`config.mk`:
```
export PLATFORM = sky130hd
export DESIGN_NAME = idm_decode
export DESIGN_NICKNAME = d
export VERILOG_FILES = /design/src/rtl/idm_pkg.sv /design/src/rtl/idm_decode.sv
export SDC_FILE = /design/constraint.sdc
export NUM_CORES = 1
export LEC_CHECK = 0
export BUFFER_PORTS_ARGS = -buffer_cell sky130_fd_sc_hd__buf_4
export CORE_MARGIN = 2
export CORE_UTILIZATION = 30
export CTS_CLUSTER_DIAMETER = 30
export DETAILED_ROUTE_END_ITERATION = 12
export SETUP_SLACK_MARGIN = 0.1
export SYNTH_ARGS = -nofsm -noshare
export SYNTH_HDL_FRONTEND = slang
export SYNTH_SLANG_ARGS = --single-unit
```
`constraint.sdc`:
```
create_clock -name MCLK -period 1.65 [get_ports MCLK]
set_input_delay 0.33 -clock MCLK [delete_from_list [all_inputs] [get_ports MCLK]]
set_output_delay 0.33 -clock MCLK [all_outputs]
set_load 0.02 [all_outputs]
```
`src/rtl/idm_pkg.sv`:
```
// constants for the identification and memory map decode block
package idm_pkg;
  // register indices as printed, byte address is four times the index
  localparam logic [11:0] IDX_PART_IDENT_HIGH = 12'h01A;
  localparam logic [11:0] IDX_PART_IDENT_LOW = 12'h01B;
  localparam logic [11:0] IDX_MEMORY_SIZE_FIRST = 12'h01C;
  localparam logic [11:0] IDX_MEMORY_SIZE_SECOND = 12'h01D;
  localparam logic [11:0] ADDR_PART_IDENT_HIGH = 12'h068;
  localparam logic [11:0] ADDR_PART_IDENT_LOW = 12'h06C;
  localparam logic [11:0] ADDR_MEMORY_SIZE_FIRST = 12'h070;
  localparam logic [11:0] ADDR_MEMORY_SIZE_SECOND = 12'h074;
  // decode probe registers
  localparam logic [11:0] ADDR_DECODE_PROBE = 12'h200;
  localparam logic [11:0] ADDR_DECODE_RESULT = 12'h204;
  // fixed memory size values
  localparam logic [7:0] MEMORY_SIZE_FIRST_VAL = 8'h13;
  localparam logic [7:0] MEMORY_SIZE_SECOND_VAL = 8'h80;
  // part identification nibbles, values are arbitrary
  localparam logic [3:0] ID_MAJOR_FAMILY = 4'h1;
  localparam logic [3:0] ID_MINOR_FAMILY = 4'h2;
  localparam logic [3:0] ID_MAJOR_MASK = 4'h3;
  localparam logic [3:0] ID_MINOR_MASK = 4'h4;
  // reset-time map boundaries
  localparam logic [15:0] MAP_REG_END = 16'h0400;
  localparam logic [15:0] MAP_ID_START = 16'h001A;
  localparam logic [15:0] MAP_ID_END = 16'h001C;
  localparam logic [15:0] MAP_EEPROM_END = 16'h0800;
  localparam logic [15:0] MAP_RAM_END = 16'h2000;
  localparam logic [15:0] MAP_FIX_LO_START = 16'h4000;
  localparam logic [15:0] MAP_WINDOW_START = 16'h8000;
  localparam logic [15:0] MAP_FIX_HI_START = 16'hC000;
  localparam logic [15:0] MAP_VECTOR_START = 16'hFF00;
  // region codes
  localparam logic [2:0] RGN_NONE = 3'h0;
  localparam logic [2:0] RGN_REG = 3'h1;
  localparam logic [2:0] RGN_ID = 3'h2;
  localparam logic [2:0] RGN_RAM = 3'h3;
  localparam logic [2:0] RGN_FIX_LO = 3'h4;
  localparam logic [2:0] RGN_WINDOW = 3'h5;
  localparam logic [2:0] RGN_FIX_HI = 3'h6;
  localparam logic [2:0] RGN_VECTOR = 3'h7;
  // result field positions
  localparam int RES_EE_HIDDEN = 3;
  localparam int RES_RAM_HIDDEN = 4;
  localparam int RES_PAGE_LSB = 5;
  localparam logic [18:0] PROBE_RESET = 19'h00000;
  // the result register resets to the decode of probe address zero
  localparam logic [7:0] RESULT_RESET = 8'h19;
endpackage

```
`src/rtl/idm_decode.sv`:
```
// identification registers and reset-time memory map decode over AHB-Lite
`timescale 1ns/100ps
module idm_decode
  import idm_pkg::*;
(
  input wire logic MCLK,
  input wire logic RST,
  input wire logic HSEL,
  input wire logic [31:0] HADDR,
  input wire logic [1:0] HTRANS,
  input wire logic HWRITE,
  input wire logic [2:0] HSIZE,
  input wire logic [31:0] HWDATA,
  input wire logic HREADY,
  output logic [31:0] HRDATA,
  output logic HREADYOUT,
  output logic HRESP,
  output logic [2:0] REGION
);

  logic acc;
  logic hit_low;
  logic wr_pend_reg;
  logic wr_pend_next;
  logic [11:0] wr_addr_reg;
  logic [11:0] wr_addr_next;
  logic [18:0] probe_reg;
  logic [18:0] probe_next;
  logic [7:0] result_reg;
  logic [7:0] result_next;
  logic [31:0] rdata_reg;
  logic [31:0] rdata_next;
  logic [15:0] part_ident_value;

  // decode a cpu address and page into the result byte
  function automatic logic [7:0] map_decode(input logic [18:0] p);
    logic [15:0] a;
    logic [2:0] rgn;
    logic ee_hidden;
    logic ram_hidden;
    a = p[15:0];
    rgn = RGN_NONE;
    ee_hidden = 1'b0;
    ram_hidden = 1'b0;
    // register space wins over ram, ram wins over eeprom
    if (a < MAP_REG_END) begin
      rgn = (a >= MAP_ID_START && a < MAP_ID_END) ? RGN_ID : RGN_REG;
      ram_hidden = 1'b1;
    end else if (a < MAP_RAM_END) begin
      rgn = RGN_RAM;
    end else if (a < MAP_FIX_LO_START) begin
      rgn = RGN_NONE;
    end else if (a < MAP_WINDOW_START) begin
      rgn = RGN_FIX_LO;
    end else if (a < MAP_FIX_HI_START) begin
      rgn = RGN_WINDOW;
    end else if (a < MAP_VECTOR_START) begin
      rgn = RGN_FIX_HI;
    end else begin
      rgn = RGN_VECTOR;
    end
    // eeprom only flags its shadowing, it is never selected
    ee_hidden = (a < MAP_EEPROM_END);
    map_decode = {p[18:16], ram_hidden, ee_hidden, rgn};
  endfunction

  // widen a byte register to the bus word, upper bytes read as zero
  function automatic logic [31:0] byte_word(input logic [7:0] b);
    byte_word = {24'h000000, b};
  endfunction

  // id value is packed from its four nibbles
  assign part_ident_value = {ID_MAJOR_FAMILY, ID_MINOR_FAMILY,
                             ID_MAJOR_MASK, ID_MINOR_MASK};

  // address phase qualifier for this slave; with HREADY low another
  // transfer still owns the bus, so latching an address then would
  // start a phase that is not ours
  assign acc = HSEL & HTRANS[1] & HREADY;
  assign hit_low = (HADDR[31:12] == 20'h00000);

  // write pipeline and probe register next values
  always_comb begin
    // a write outside the low 4K page must not land on the probe
    wr_pend_next = acc & HWRITE & hit_low;
    wr_addr_next = HADDR[11:0];
    probe_next = probe_reg;
    // only the probe takes write data; id and size writes fall away
    if (wr_pend_reg && wr_addr_reg == ADDR_DECODE_PROBE) begin
      probe_next = HWDATA[18:0];
    end
    result_next = map_decode(probe_next);
  end

  // read mux sees the probe value a write in flight is about to leave,
  // so a read right behind a write needs no wait state
  always_comb begin
    rdata_next = 32'h00000000;
    if (acc && !HWRITE && hit_low) begin
      unique case (HADDR[11:0])
        ADDR_PART_IDENT_HIGH:
          rdata_next = byte_word(part_ident_value[15:8]);
        ADDR_PART_IDENT_LOW:
          rdata_next = byte_word(part_ident_value[7:0]);
        ADDR_MEMORY_SIZE_FIRST:
          rdata_next = byte_word(MEMORY_SIZE_FIRST_VAL);
        ADDR_MEMORY_SIZE_SECOND:
          rdata_next = byte_word(MEMORY_SIZE_SECOND_VAL);
        ADDR_DECODE_PROBE:
          rdata_next = {13'h0000, probe_next};
        ADDR_DECODE_RESULT:
          rdata_next = byte_word(result_next);
        default:
          rdata_next = 32'h00000000;
      endcase
    end
  end

  // bus and decode state registers
  always_ff @(posedge MCLK or posedge RST) begin
    if (RST) begin
      wr_pend_reg <= 1'b0;
      wr_addr_reg <= 12'h000;
      probe_reg <= PROBE_RESET;
      result_reg <= RESULT_RESET;
      rdata_reg <= 32'h00000000;
    end else begin
      wr_pend_reg <= wr_pend_next;
      wr_addr_reg <= wr_addr_next;
      probe_reg <= probe_next;
      result_reg <= result_next;
      rdata_reg <= rdata_next;
    end
  end

  // zero wait states and always okay: nothing here can stall or fail
  always_ff @(posedge MCLK or posedge RST) begin
    if (RST) begin
      HREADYOUT <= 1'b1;
      HRESP <= 1'b0;
    end else begin
      HREADYOUT <= 1'b1;
      HRESP <= 1'b0;
    end
  end

  assign HRDATA = rdata_reg;
  assign REGION = result_reg[2:0];
endmodule

```
==> flow_metrics.py, run 1 <==
metrics = {
    "clocking": {
        "clk_path_buf_depth": 2,
        "cts_htree_levels": 2,
        "worst_setup_hold_path_clk_slew_ns": 0.09,
        "root_buffer": "sky130_fd_sc_hd__clkbuf_8",
        "tritoncts": "yes",
        "clk_latency_ns": 0.31,
        "tritoncts_num_sinks": 54,
        "tritoncts.num_buffers": 5,
    },
    "detailed_routing": {
        "avgViaCountPerCell": 4.743,
        "detail_route.drc_violations": 0,
        "drt-initial-drc-count": 82,
        "dr.pass1.iters": 4,
        "wire_per_inst_um": 15.53,
        "routed-via-count": 2063,
        "wirelength_um": 6756,
        "number_of_nets_still_failing_antenna_checks_after_routing": 0,
    },
    "layout": {
        "filler_cell_count_in_the_final_layout": 722,
        "finalNonFillerCells": 435,
        "end_of_flow_core_utilization_pct": 48.78,
        "final_design_area_no_fill_um2": 3809,
        "antenna_diode_count": 0,
        "flow.area_growth_from_synthesis_pct": 55.31,
        "final_net_count": 406,
        "post_route_cells_drive_above_1_share_pct": 56.46,
    },
    "yosys": {
        "syn_avg_cell_area_um2": 11.79,
        "yosys_register_bits": 54,
        "post_synth_edffs": 0,
        "async_flop_share_pct": 100.0,
        "ys.flop_type": "sky130_fd_sc_hd__dfrtp_1",
        "synthesis.area_um2": 2452,
        "yosys_warnings": 0,
        "synth_cell_types": 47,
        "number_of_standard_cells_after_synthesis": 208,
        "seq_area_frac_synth_pct": 55.15,
    },
    "timing": {
        "slew_worst_pin_ns": 0.5577,
        "post-route-min-period_ns": 1.916,
        "max_slew_margin_pct": 62.74,
        "timing.final.max_slew_violations": 0,
        "hold_violation_count_in_the_final_report": 0,
        "final_critical_path_setup_slack_ns": -0.2658,
        "period_share_pct": 116.1,
        "clock-skew-final_ns": 0.006719,
        "finalSetupViolations": 32,
        "max_freq_ghz": 0.5220,
        "setup_total_negative_slack_ns": -4.194,
        "setup_repair_after_global_routing_missed_its_margin": "true",
    },
    "min_path": {
        "hp-class": "in2async",
    },
    "worst_setup_path": {
        "timing.reg2reg.worst_path_depth": 8,
        "rr_endpoint": "HRDATA[3]",
        "timing.critical_path.from_type": "flip-flop",
        "r2r_start": "wr_addr_reg[6]",
        "worst_ep_arrival_time_ns": 2.12,
        "timing.reg2reg.setup_slack_ns": -0.27,
        "critical_path_start_end_classification": "reg2reg",
        "worstPathMaxFanout": 9,
        "timing.critical_path.to_type": "flip-flop",
        "cp.required_ns": 1.86,
    },
    "placement": {
        "dpl.cell_count": 412,
        "dpl-instance-area_um2": 3341,
        "weighted_congestion_at_the_end_of_routability_driven_global_placement": 0.9044,
        "dpl.hpwl_um": 4834,
        "port-buffer-count": 78,
    },
    "floorplan": {
        "floorplan.die.width_um": 94.41,
        "placement_rows": 32,
        "initial_utilization_pct": 31.41,
        "num_io_pins": 111,
        "design.die.area_um2": 8913,
        "floorplan.die.height_um": 94.41,
        "core_region_area_um2": 7807,
    },
    "power_and_ir_drop": {
        "p_per_area_nw_per_um2": 656.7,
        "maximum_vdd_ir_drop_mv": 0.3174,
        "power.static_leakage_nw": 1.773,
    },
    "status": {
        "outcome": "finished, violations left",
        "violations": "negative setup slack",
    },
    "grt": {
        "antenna_found_initial": 0,
        "grt_pass1_vias": 2091,
        "gr-usage-all-layers_pct": 15.39,
        "largest_net_degree_at_the_start_of_global_routing": 23,
        "grt_remaining_overflow": 0,
        "wire_length_of_the_first_global_routing_pass_um": 10410,
    },
    "job": {
        "cap_violations": 0,
    },
}
## final cells by class
type	instances	area (um2)	area share (%)
timing repair buffer	125	1055	27.69
tap	102	127.6	3.351
clock inverter	1	5.005	0.1314
inverter	6	26.28	0.6899
clock buffer	7	86.33	2.267
sequential	54	1353	35.51
multi-input combinational	140	1156	30.35
## power breakdown
part | leakage, nW | total [W] | internal [W] | switching [W]
logic | 1.05 | 0.000361 | 0.000185 | 0.000176
registers | 0.671 | 0.00139 | 0.00136 | 0.0000213
clock network | 0.0482 | 0.000755 | 0.000340 | 0.000415
## kinds of logic after synthesis
family,synth area share (%)
simple gates,20.87
flops,55.15
buf+inv,7.245
compound gates,7.398
mux,8.673
other cells,0.3062
xor+xnor,0.3572
## placed cells by master, fill, tap and decap left out, types with 4 or more instances in the layout
cell type,instances
sky130_fd_sc_hd__a21oi_1,5
sky130_fd_sc_hd__and3_1,5
sky130_fd_sc_hd__and3_4,4
sky130_fd_sc_hd__buf_12,4
sky130_fd_sc_hd__buf_4,112
sky130_fd_sc_hd__buf_6,7
sky130_fd_sc_hd__clkbuf_8,6
sky130_fd_sc_hd__conb_1,15
sky130_fd_sc_hd__dfrtp_1,53
sky130_fd_sc_hd__inv_1,4
sky130_fd_sc_hd__mux2_2,13
sky130_fd_sc_hd__nand2_1,8
sky130_fd_sc_hd__nand4_1,6
sky130_fd_sc_hd__nor2_1,11
sky130_fd_sc_hd__nor3_1,6
sky130_fd_sc_hd__nor3_4,5
sky130_fd_sc_hd__nor4_1,6
sky130_fd_sc_hd__o21ai_0,4
## synth_stat cells (3+ instances only)
master	instances	area share, %
sky130_fd_sc_hd__nor3b_1	3	0.92
sky130_fd_sc_hd__nor2_1	13	2.0
sky130_fd_sc_hd__dfrtp_1	53	54
sky130_fd_sc_hd__nand4_1	6	1.5
sky130_fd_sc_hd__mux2_2	15	6.9
sky130_fd_sc_hd__and3_1	9	2.3
sky130_fd_sc_hd__nor3_1	8	1.6
sky130_fd_sc_hd__mux2i_1	3	1.2
sky130_fd_sc_hd__o21ai_0	5	1.0
sky130_fd_sc_hd__nor4_1	6	1.5
sky130_fd_sc_hd__inv_1	6	0.92
sky130_fd_sc_hd__buf_4	16	4.9
sky130_fd_sc_hd__a21oi_1	8	1.6
sky130_fd_sc_hd__a22oi_1	3	0.92
sky130_fd_sc_hd__nand2_1	9	1.4
## how the worst max path moves through the flow
| stage | start | to | slack, ns | cells after the start |
|---|---|---|---|---|
| 4_1_cts | wr_addr_reg[6] | HRDATA[0] | -0.25 | 8 |
| 6_report | wr_addr_reg[6] | HRDATA[3] | -0.27 | 8 |
| 5_1_grt | probe_reg[12] | HRDATA[0] | -0.35 | 7 |
| 3_3_place_gp | HWDATA[12] | HRDATA[0] | -0.45 | 8 |
| 2_1_floorplan | HWDATA[12] | HRDATA[0] | -0.14 | 7 |
| 3_5_place_dp | wr_addr_reg[1] | HRDATA[0] | -0.42 | 6 |
## critical path, cell delays in order (launching register included)
cell	delay, ns
sky130_fd_sc_hd__dfrtp_1	0.38
sky130_fd_sc_hd__nor4b_2	0.30
sky130_fd_sc_hd__nand4_1	0.15
sky130_fd_sc_hd__buf_6	0.16
sky130_fd_sc_hd__buf_12	0.14
sky130_fd_sc_hd__buf_4	0.13
sky130_fd_sc_hd__mux2_2	0.29
sky130_fd_sc_hd__o2bb2ai_2	0.13
sky130_fd_sc_hd__and2_1	0.15
## routing by layer
| layer | up-vias | wire [um] | global-route usage (%) |
|---|---|---|---|
| met3 | 10 | 395 | 3.272 |
| met5 | - | 0 | 0 |
| met1 | 996 | 2927 | 20.07 |
| met4 | 0 | 106 | 4.589 |
| met2 | 92 | 3327 | 25.83 |
| li1 | 965 | - | - |
## stage by stage
stage	total power, W	worst slack (ns)	hold WS (ns)
floorplan	0.001553	-0.1373	0.3614
global placement	0.001728	-0.4497	0.3981
detailed placement	0.001732	-0.4176	0.4082
CTS	0.002496	-0.2464	0.06982
global route	0.002624	-0.3479	0.07526
finish	0.002501	-0.2658	0.06984
## timing repair
action	CTS	global route
gates cloned	2	0
buffers inserted	9	4
endpoints found under the hold margin	0	0
gates resized for setup	22	26
pin swaps	9	7
endpoints found under the setup margin	41	39
hold buffers	0	0
Power figures use the tool's default switching activity.
==> inputs of run 2 (changes only) <==
--- a/config.mk
+++ b/config.mk
@@ -10,6 +10,7 @@
 export CORE_UTILIZATION = 30
 export CTS_CLUSTER_DIAMETER = 30
 export DETAILED_ROUTE_END_ITERATION = 12
+export PLACE_DENSITY = 0.58
 export SETUP_SLACK_MARGIN = 0.1
 export SYNTH_ARGS = -nofsm -noshare
 export SYNTH_HDL_FRONTEND = slang
==> run 2 against run 1 <==
Via count shrank 3.6%. The run still ends with negative setup slack left. Routed wire length shrank 3.8%. Critical path depth shrank 1. Total power shrank 2.0%. Clock skew shrank 0.0012 ns. Count of clock-buffer cells in the layout shrank 1. Sequential power is essentially flat. Largest power group unchanged.
==> flow_metrics.py, run 2 (same netlist as run 1, synthesis figures left out) <==
metrics = {
    "status": {
        "outcome": "finished, violations left",
        "violations": "negative setup slack",
    },
    "worst_setup_path": {
        "cp.required_ns": 1.84,
        "timing.reg2reg.setup_slack_ns": -0.20,
        "r2r_start": "probe_reg[13]",
        "critical_path.startpoint": "probe_reg[13]",
        "timing.critical_path.to_type": "flip-flop",
        "worst_ep_arrival_time_ns": 2.04,
        "timing.reg2reg.worst_path_depth": 7,
        "critical_path_start_end_classification": "reg2reg",
        "worstSetupEndpoint": "HRDATA[0]",
        "timing.critical_path.from_type": "flip-flop",
        "worstPathMaxFanout": 5,
        "rr_endpoint": "HRDATA[0]",
    },
    "timing": {
        "timing.final.max_slew_violations": 0,
        "setup_repair_after_global_routing_missed_its_margin": "true",
        "post-route-min-period_ns": 1.851,
        "finalSetupViolations": 22,
        "final_critical_path_setup_slack_ns": -0.2008,
        "slew_worst_pin_ns": 0.5085,
        "hold_violation_count_in_the_final_report": 0,
        "period_share_pct": 112.2,
        "max_freq_ghz": 0.5403,
        "max_slew_margin_pct": 66.03,
        "clock-skew-final_ns": 0.005476,
    },
    "placement": {
        "dpl.hpwl_um": 4902,
        "dpl.cell_count": 415,
        "port-buffer-count": 78,
        "weighted_congestion_at_the_end_of_routability_driven_global_placement": 0.8927,
        "dpl-instance-area_um2": 3338,
    },
    "min_path": {
        "hp-class": "in2async",
    },
    "power_and_ir_drop": {
        "seq_power_share_pct": 56.5,
        "power.static_leakage_nw": 1.757,
        "p_int_w": 0.001837,
        "sw_frac_of_total_pct": 25.05,
        "p_comb_share_pct": 14.3,
        "p_per_area_nw_per_um2": 652.3,
        "totalPowerFinal_w": 0.002451,
        "switching_power_w": 0.0006139,
        "maximum_vdd_ir_drop_mv": 0.3041,
        "clkPwrFrac_pct": 29.2,
    },
    "detailed_routing": {
        "dr.pass1.iters": 4,
        "detail_route.drc_violations": 0,
        "avgViaCountPerCell": 4.551,
        "wirelength_um": 6501,
        "number_of_nets_still_failing_antenna_checks_after_routing": 0,
        "wire_per_inst_um": 14.88,
        "drt-initial-drc-count": 79,
        "routed-via-count": 1989,
    },
    "clocking": {
        "clk_path_buf_depth": 2,
        "cts_hold_repair.buffers": 0,
        "root_buffer": "sky130_fd_sc_hd__clkbuf_8",
        "clk_latency_ns": 0.31,
        "tritoncts.num_buffers": 5,
        "worst_setup_hold_path_clk_slew_ns": 0.09,
        "cts_htree_levels": 2,
        "tritoncts_num_sinks": 54,
        "tritoncts": "yes",
    },
    "floorplan": {
        "floorplan.die.height_um": 94.41,
        "num_io_pins": 111,
        "initial_utilization_pct": 31.41,
        "placement_rows": 32,
        "core_region_area_um2": 7807,
        "design.die.area_um2": 8913,
        "floorplan.die.width_um": 94.41,
    },
    "layout": {
        "final_net_count": 409,
        "post_route_cells_drive_above_1_share_pct": 55.52,
        "leading_cell_type_in_the_layout_fill_and_taps_excluded": "sky130_fd_sc_hd__buf_4",
        "filler_cell_count_in_the_final_layout": 721,
        "flow.area_growth_from_synthesis_pct": 53.21,
        "finalNonFillerCells": 437,
        "final_design_area_no_fill_um2": 3757,
        "antenna_diode_count": 0,
        "layout.cells.most_common_list": "sky130_fd_sc_hd__buf_4, sky130_fd_sc_hd__dfrtp_1, sky130_fd_sc_hd__conb_1",
    },
    "grt": {
        "grt_remaining_overflow": 0,
        "gr-usage-all-layers_pct": 15.22,
        "antenna_found_initial": 0,
        "grt_pass1_vias": 2043,
        "largest_net_degree_at_the_start_of_global_routing": 24,
        "wire_length_of_the_first_global_routing_pass_um": 10430,
    },
    "job": {
        "cap_violations": 0,
    },
}
[run 2: what timing repair did]
action                     in CTS  in global routing
setup endpoints to repair      41                 39
pin swaps                      11                  5
gates resized for setup        29                 14
gates cloned                    1                  1
setup buffers                  12                  4
[run 2: final cells by class]
cell class | instances | area, um2 | share of cell area [%]
sequential | 54 | 1353 | 36.00
clock inverter | 1 | 7.507 | 0.1998
multi-input combinational | 140 | 1114 | 29.64
tap | 102 | 127.6 | 3.397
timing repair buffer | 128 | 1057 | 28.14
inverter | 6 | 26.28 | 0.6993
clock buffer | 6 | 72.57 | 1.931
[run 2: through the flow]
stage	setup TNS [ns]	hold slack (ns)	utilization [%]	setup WS, ns
after floorplan	-1.799	0.3614	-	-0.1373
after global placement	-5.883	0.3940	42.76	-0.4922
after detailed placement	-5.665	0.4032	42.76	-0.4769
after CTS	-2.769	0.06987	46.92	-0.2036
after global routing	-4.588	0.1006	48.13	-0.2837
final	-2.780	0.04671	48.13	-0.2008
[run 2: routing by layer]
metal | vias up | wire length (um) | global-route usage [%]
met5 | - | 0 | 0
met4 | 0 | 43 | 4.348
met3 | 5 | 366 | 3.512
met2 | 61 | 3171 | 25.18
met1 | 956 | 2920 | 20.07
li1 | 967 | - | -
[run 2: how the worst min path moves through the flow]
stage / startpoint / to / cells past startpoint
after floorplan: HADDR[0] / wr_addr_reg[0] / 0
after global placement: RST / HRDATA[10] / 2
after detailed placement: RST / HRDATA[10] / 2
after CTS: RST / HRDATA[10] / 2
after global routing: RST / HRDATA[10] / 2
final: RST / HRDATA[10] / 2
[run 2: power by group through the flow]
stage / logic [W] / registers, W / clock network (W)
2_1_floorplan: 0.000145 / 0.00141 / 0
3_3_place_gp: 0.000326 / 0.00141 / 0
3_5_place_dp: 0.000329 / 0.00141 / 0
4_1_cts: 0.000343 / 0.00138 / 0.000736
5_1_grt: 0.000381 / 0.00139 / 0.000787
6_report: 0.000350 / 0.00139 / 0.000716
[run 2: critical path, cell delays in order (launching register included)]
cell and delay (ns):
sky130_fd_sc_hd__dfrtp_1 0.39, sky130_fd_sc_hd__or3_4 0.41, sky130_fd_sc_hd__nor3_4 0.21, sky130_fd_sc_hd__mux2i_4 0.12, sky130_fd_sc_hd__o2111ai_2 0.19, sky130_fd_sc_hd__o21ai_2 0.11, sky130_fd_sc_hd__a222oi_1 0.24, sky130_fd_sc_hd__nor2_1 0.07
==> inputs of run 3 (changes only) <==
--- a/config.mk
+++ b/config.mk
@@ -10,6 +10,7 @@
 export CORE_UTILIZATION = 30
 export CTS_CLUSTER_DIAMETER = 30
 export DETAILED_ROUTE_END_ITERATION = 12
+export MAX_ROUTING_LAYER = met4
 export PLACE_DENSITY = 0.58
 export SETUP_SLACK_MARGIN = 0.1
 export SYNTH_ARGS = -nofsm -noshare
==> run 3 against run 2 <==
The flow still finishes with violations (negative setup slack). Routed wire length grew 0.83%. Core utilization is 0.37 points higher. Via count increased by 1.7%. Worst hold slack gained 0.098 ns. Clock skew is 0.011 ns higher. Global-route usage shrank 0.14 points. Flip-flop and latch count did not move. Largest power group unchanged. Highest routed layer unchanged.
==> flow_metrics.py, run 3 (same netlist as run 1, synthesis figures left out) <==
metrics = {
    "grt": {
        "largest_net_degree_at_the_start_of_global_routing": 21,
        "gr-usage-all-layers_pct": 15.08,
        "wire_length_of_the_first_global_routing_pass_um": 10050,
        "antenna_found_initial": 0,
        "grt_pass1_vias": 2045,
        "grt_remaining_overflow": 0,
    },
    "layout": {
        "final_net_count": 412,
        "flow.area_growth_from_synthesis_pct": 54.39,
        "post_route_cells_drive_above_1_share_pct": 56.05,
        "layout.cells.most_common_list": "sky130_fd_sc_hd__buf_4, sky130_fd_sc_hd__dfrtp_1, sky130_fd_sc_hd__conb_1",
        "leading_cell_type_in_the_layout_fill_and_taps_excluded": "sky130_fd_sc_hd__buf_4",
        "final_design_area_no_fill_um2": 3786,
        "finalNonFillerCells": 441,
        "filler_cell_count_in_the_final_layout": 719,
        "antenna_diode_count": 0,
        "end_of_flow_core_utilization_pct": 48.49,
    },
    "worst_setup_path": {
        "slowest_delay_ns": 0.38,
        "critical_path.startpoint": "wr_addr_reg[0]",
        "cp.required_ns": 1.89,
        "r2r_start": "wr_addr_reg[0]",
        "timing.critical_path.from_type": "flip-flop",
        "timing.critical_path.to_type": "flip-flop",
        "timing.reg2reg.setup_slack_ns": -0.21,
        "worst_ep_arrival_time_ns": 2.10,
        "timing.reg2reg.worst_path_depth": 8,
        "critical_path_start_end_classification": "reg2reg",
        "worstSetupEndpoint": "HRDATA[1]",
        "worstPathCellList": "nor4b_2, nand4_1, buf_6, mux2i_4, and2b_2, o2bb2ai_4, a21oi_2, o22ai_1",
        "rr_endpoint": "HRDATA[1]",
        "worstPathMaxFanout": 5,
        "crit_slowest_cell": "sky130_fd_sc_hd__dfrtp_1",
    },
    "timing": {
        "setup_total_negative_slack_ns": -2.589,
        "hold_violation_count_in_the_final_report": 0,
        "final_critical_path_setup_slack_ns": -0.2131,
        "post-route-min-period_ns": 1.863,
        "finalSetupViolations": 24,
        "clock-skew-final_ns": 0.01625,
        "timing.final.max_slew_violations": 0,
        "max_freq_ghz": 0.5368,
        "period_share_pct": 112.9,
        "setup_repair_after_global_routing_missed_its_margin": "true",
    },
    "clocking": {
        "cts_htree_levels": 2,
        "tritoncts_num_sinks": 54,
        "clk_path_buf_depth": 2,
        "root_buffer": "sky130_fd_sc_hd__clkbuf_8",
        "tritoncts": "yes",
        "tritoncts.num_buffers": 5,
        "worst_setup_hold_path_clk_slew_ns": 0.11,
        "clk_latency_ns": 0.31,
    },
    "power_and_ir_drop": {
        "sw_frac_of_total_pct": 24.77,
        "p_comb_share_pct": 14.1,
        "p_int_w": 0.001896,
        "maximum_vdd_ir_drop_mv": 0.2832,
        "seq_power_share_pct": 54.9,
        "clkPwrFrac_pct": 31.0,
        "switching_power_w": 0.0006242,
        "power.static_leakage_nw": 1.790,
        "p_per_area_nw_per_um2": 665.6,
    },
    "status": {
        "outcome": "finished, violations left",
        "violations": "negative setup slack",
    },
    "placement": {
        "weighted_congestion_at_the_end_of_routability_driven_global_placement": 0.8911,
        "dpl.hpwl_um": 4927,
        "pre_cts_ws_ns": -0.4959,
        "dpl.cell_count": 417,
        "port-buffer-count": 78,
        "dpl-instance-area_um2": 3353,
    },
    "detailed_routing": {
        "wire_per_inst_um": 14.86,
        "dr.pass1.iters": 4,
        "routed-via-count": 2022,
        "wirelength_um": 6555,
        "avgViaCountPerCell": 4.585,
        "drt-initial-drc-count": 77,
        "detail_route.drc_violations": 0,
        "number_of_nets_still_failing_antenna_checks_after_routing": 0,
    },
    "floorplan": {
        "floorplan.die.width_um": 94.41,
        "initial_utilization_pct": 31.41,
        "core_region_area_um2": 7807,
        "design.die.area_um2": 8913,
        "placement_rows": 32,
        "num_io_pins": 111,
        "floorplan.die.height_um": 94.41,
    },
    "min_path": {
        "hold_depth": 1,
        "hp-class": "in2reg",
    },
    "job": {
        "cap_violations": 0,
    },
}
==> run 3: cell type report <==
| class | instances | area [um2] | area share [%] |
|---|---|---|---|
| clock buffers | 7 | 86.33 | 2.280 |
| inverters | 6 | 26.28 | 0.6940 |
| flip-flops and latches | 54 | 1353 | 35.72 |
| repair buffers | 131 | 1064 | 28.09 |
| well taps | 102 | 127.6 | 3.371 |
| multi-input cells | 140 | 1121 | 29.61 |
| clock inverters | 1 | 8.758 | 0.2313 |
==> run 3: routing by layer <==
layer  global-route usage [%]  part of all wire [%]
met1                    19.98                    45
met2                    23.99                    49
met3                    3.192                   5.4
met4                    3.382                  0.61
met5                        -                     0
==> run 3: critical path: cells and delay by family, from the launching register on <==
kind	cells	cell delay, ns
AOI/OAI and AO/OA	3	0.36
buffers and inverters	1	0.15
DFF	1	0.38
muxes	1	0.23
and+or+nand+nor	3	0.67
==> run 3: worst min path at each step <==
stage          startpoint        endpoint  slack [ns]
2_1_floorplan    HADDR[0]  wr_addr_reg[0]        0.36
3_5_place_dp          RST      HRDATA[10]        0.31
4_1_cts          HADDR[9]  wr_addr_reg[9]        0.14
3_3_place_gp          RST      HRDATA[10]        0.31
5_1_grt          HADDR[9]  wr_addr_reg[9]        0.13
6_report         HADDR[9]  wr_addr_reg[9]        0.15
==> run 3: per-stage QoR <==
step | power, W | hold WS [ns]
after floorplan | 0.001553 | 0.3614
after global placement | 0.001737 | 0.3060
after detailed placement | 0.001741 | 0.3101
after CTS | 0.002529 | 0.1386
after global routing | 0.002637 | 0.1301
final | 0.002520 | 0.1451
==> run 3: repair_timing <==
item | in CTS | in global routing
resized for setup | 24 | 14
buffers inserted | 9 | 5
hold buffers | 1 | 0
gates cloned | 1 | 1
endpoints found under the setup margin | 40 | 34
pin swaps | 9 | 11
endpoints found under the hold margin | 10 | 0
==> run 3: power by group through the flow <==
stage               Clock, W  Sequential [W]  Combinational [W]
floorplan                  0         0.00141           0.000145
global placement           0         0.00141           0.000330
finish              0.000780         0.00138           0.000355
detailed placement         0         0.00141           0.000333
global route        0.000864         0.00139           0.000385
CTS                 0.000797         0.00138           0.000347
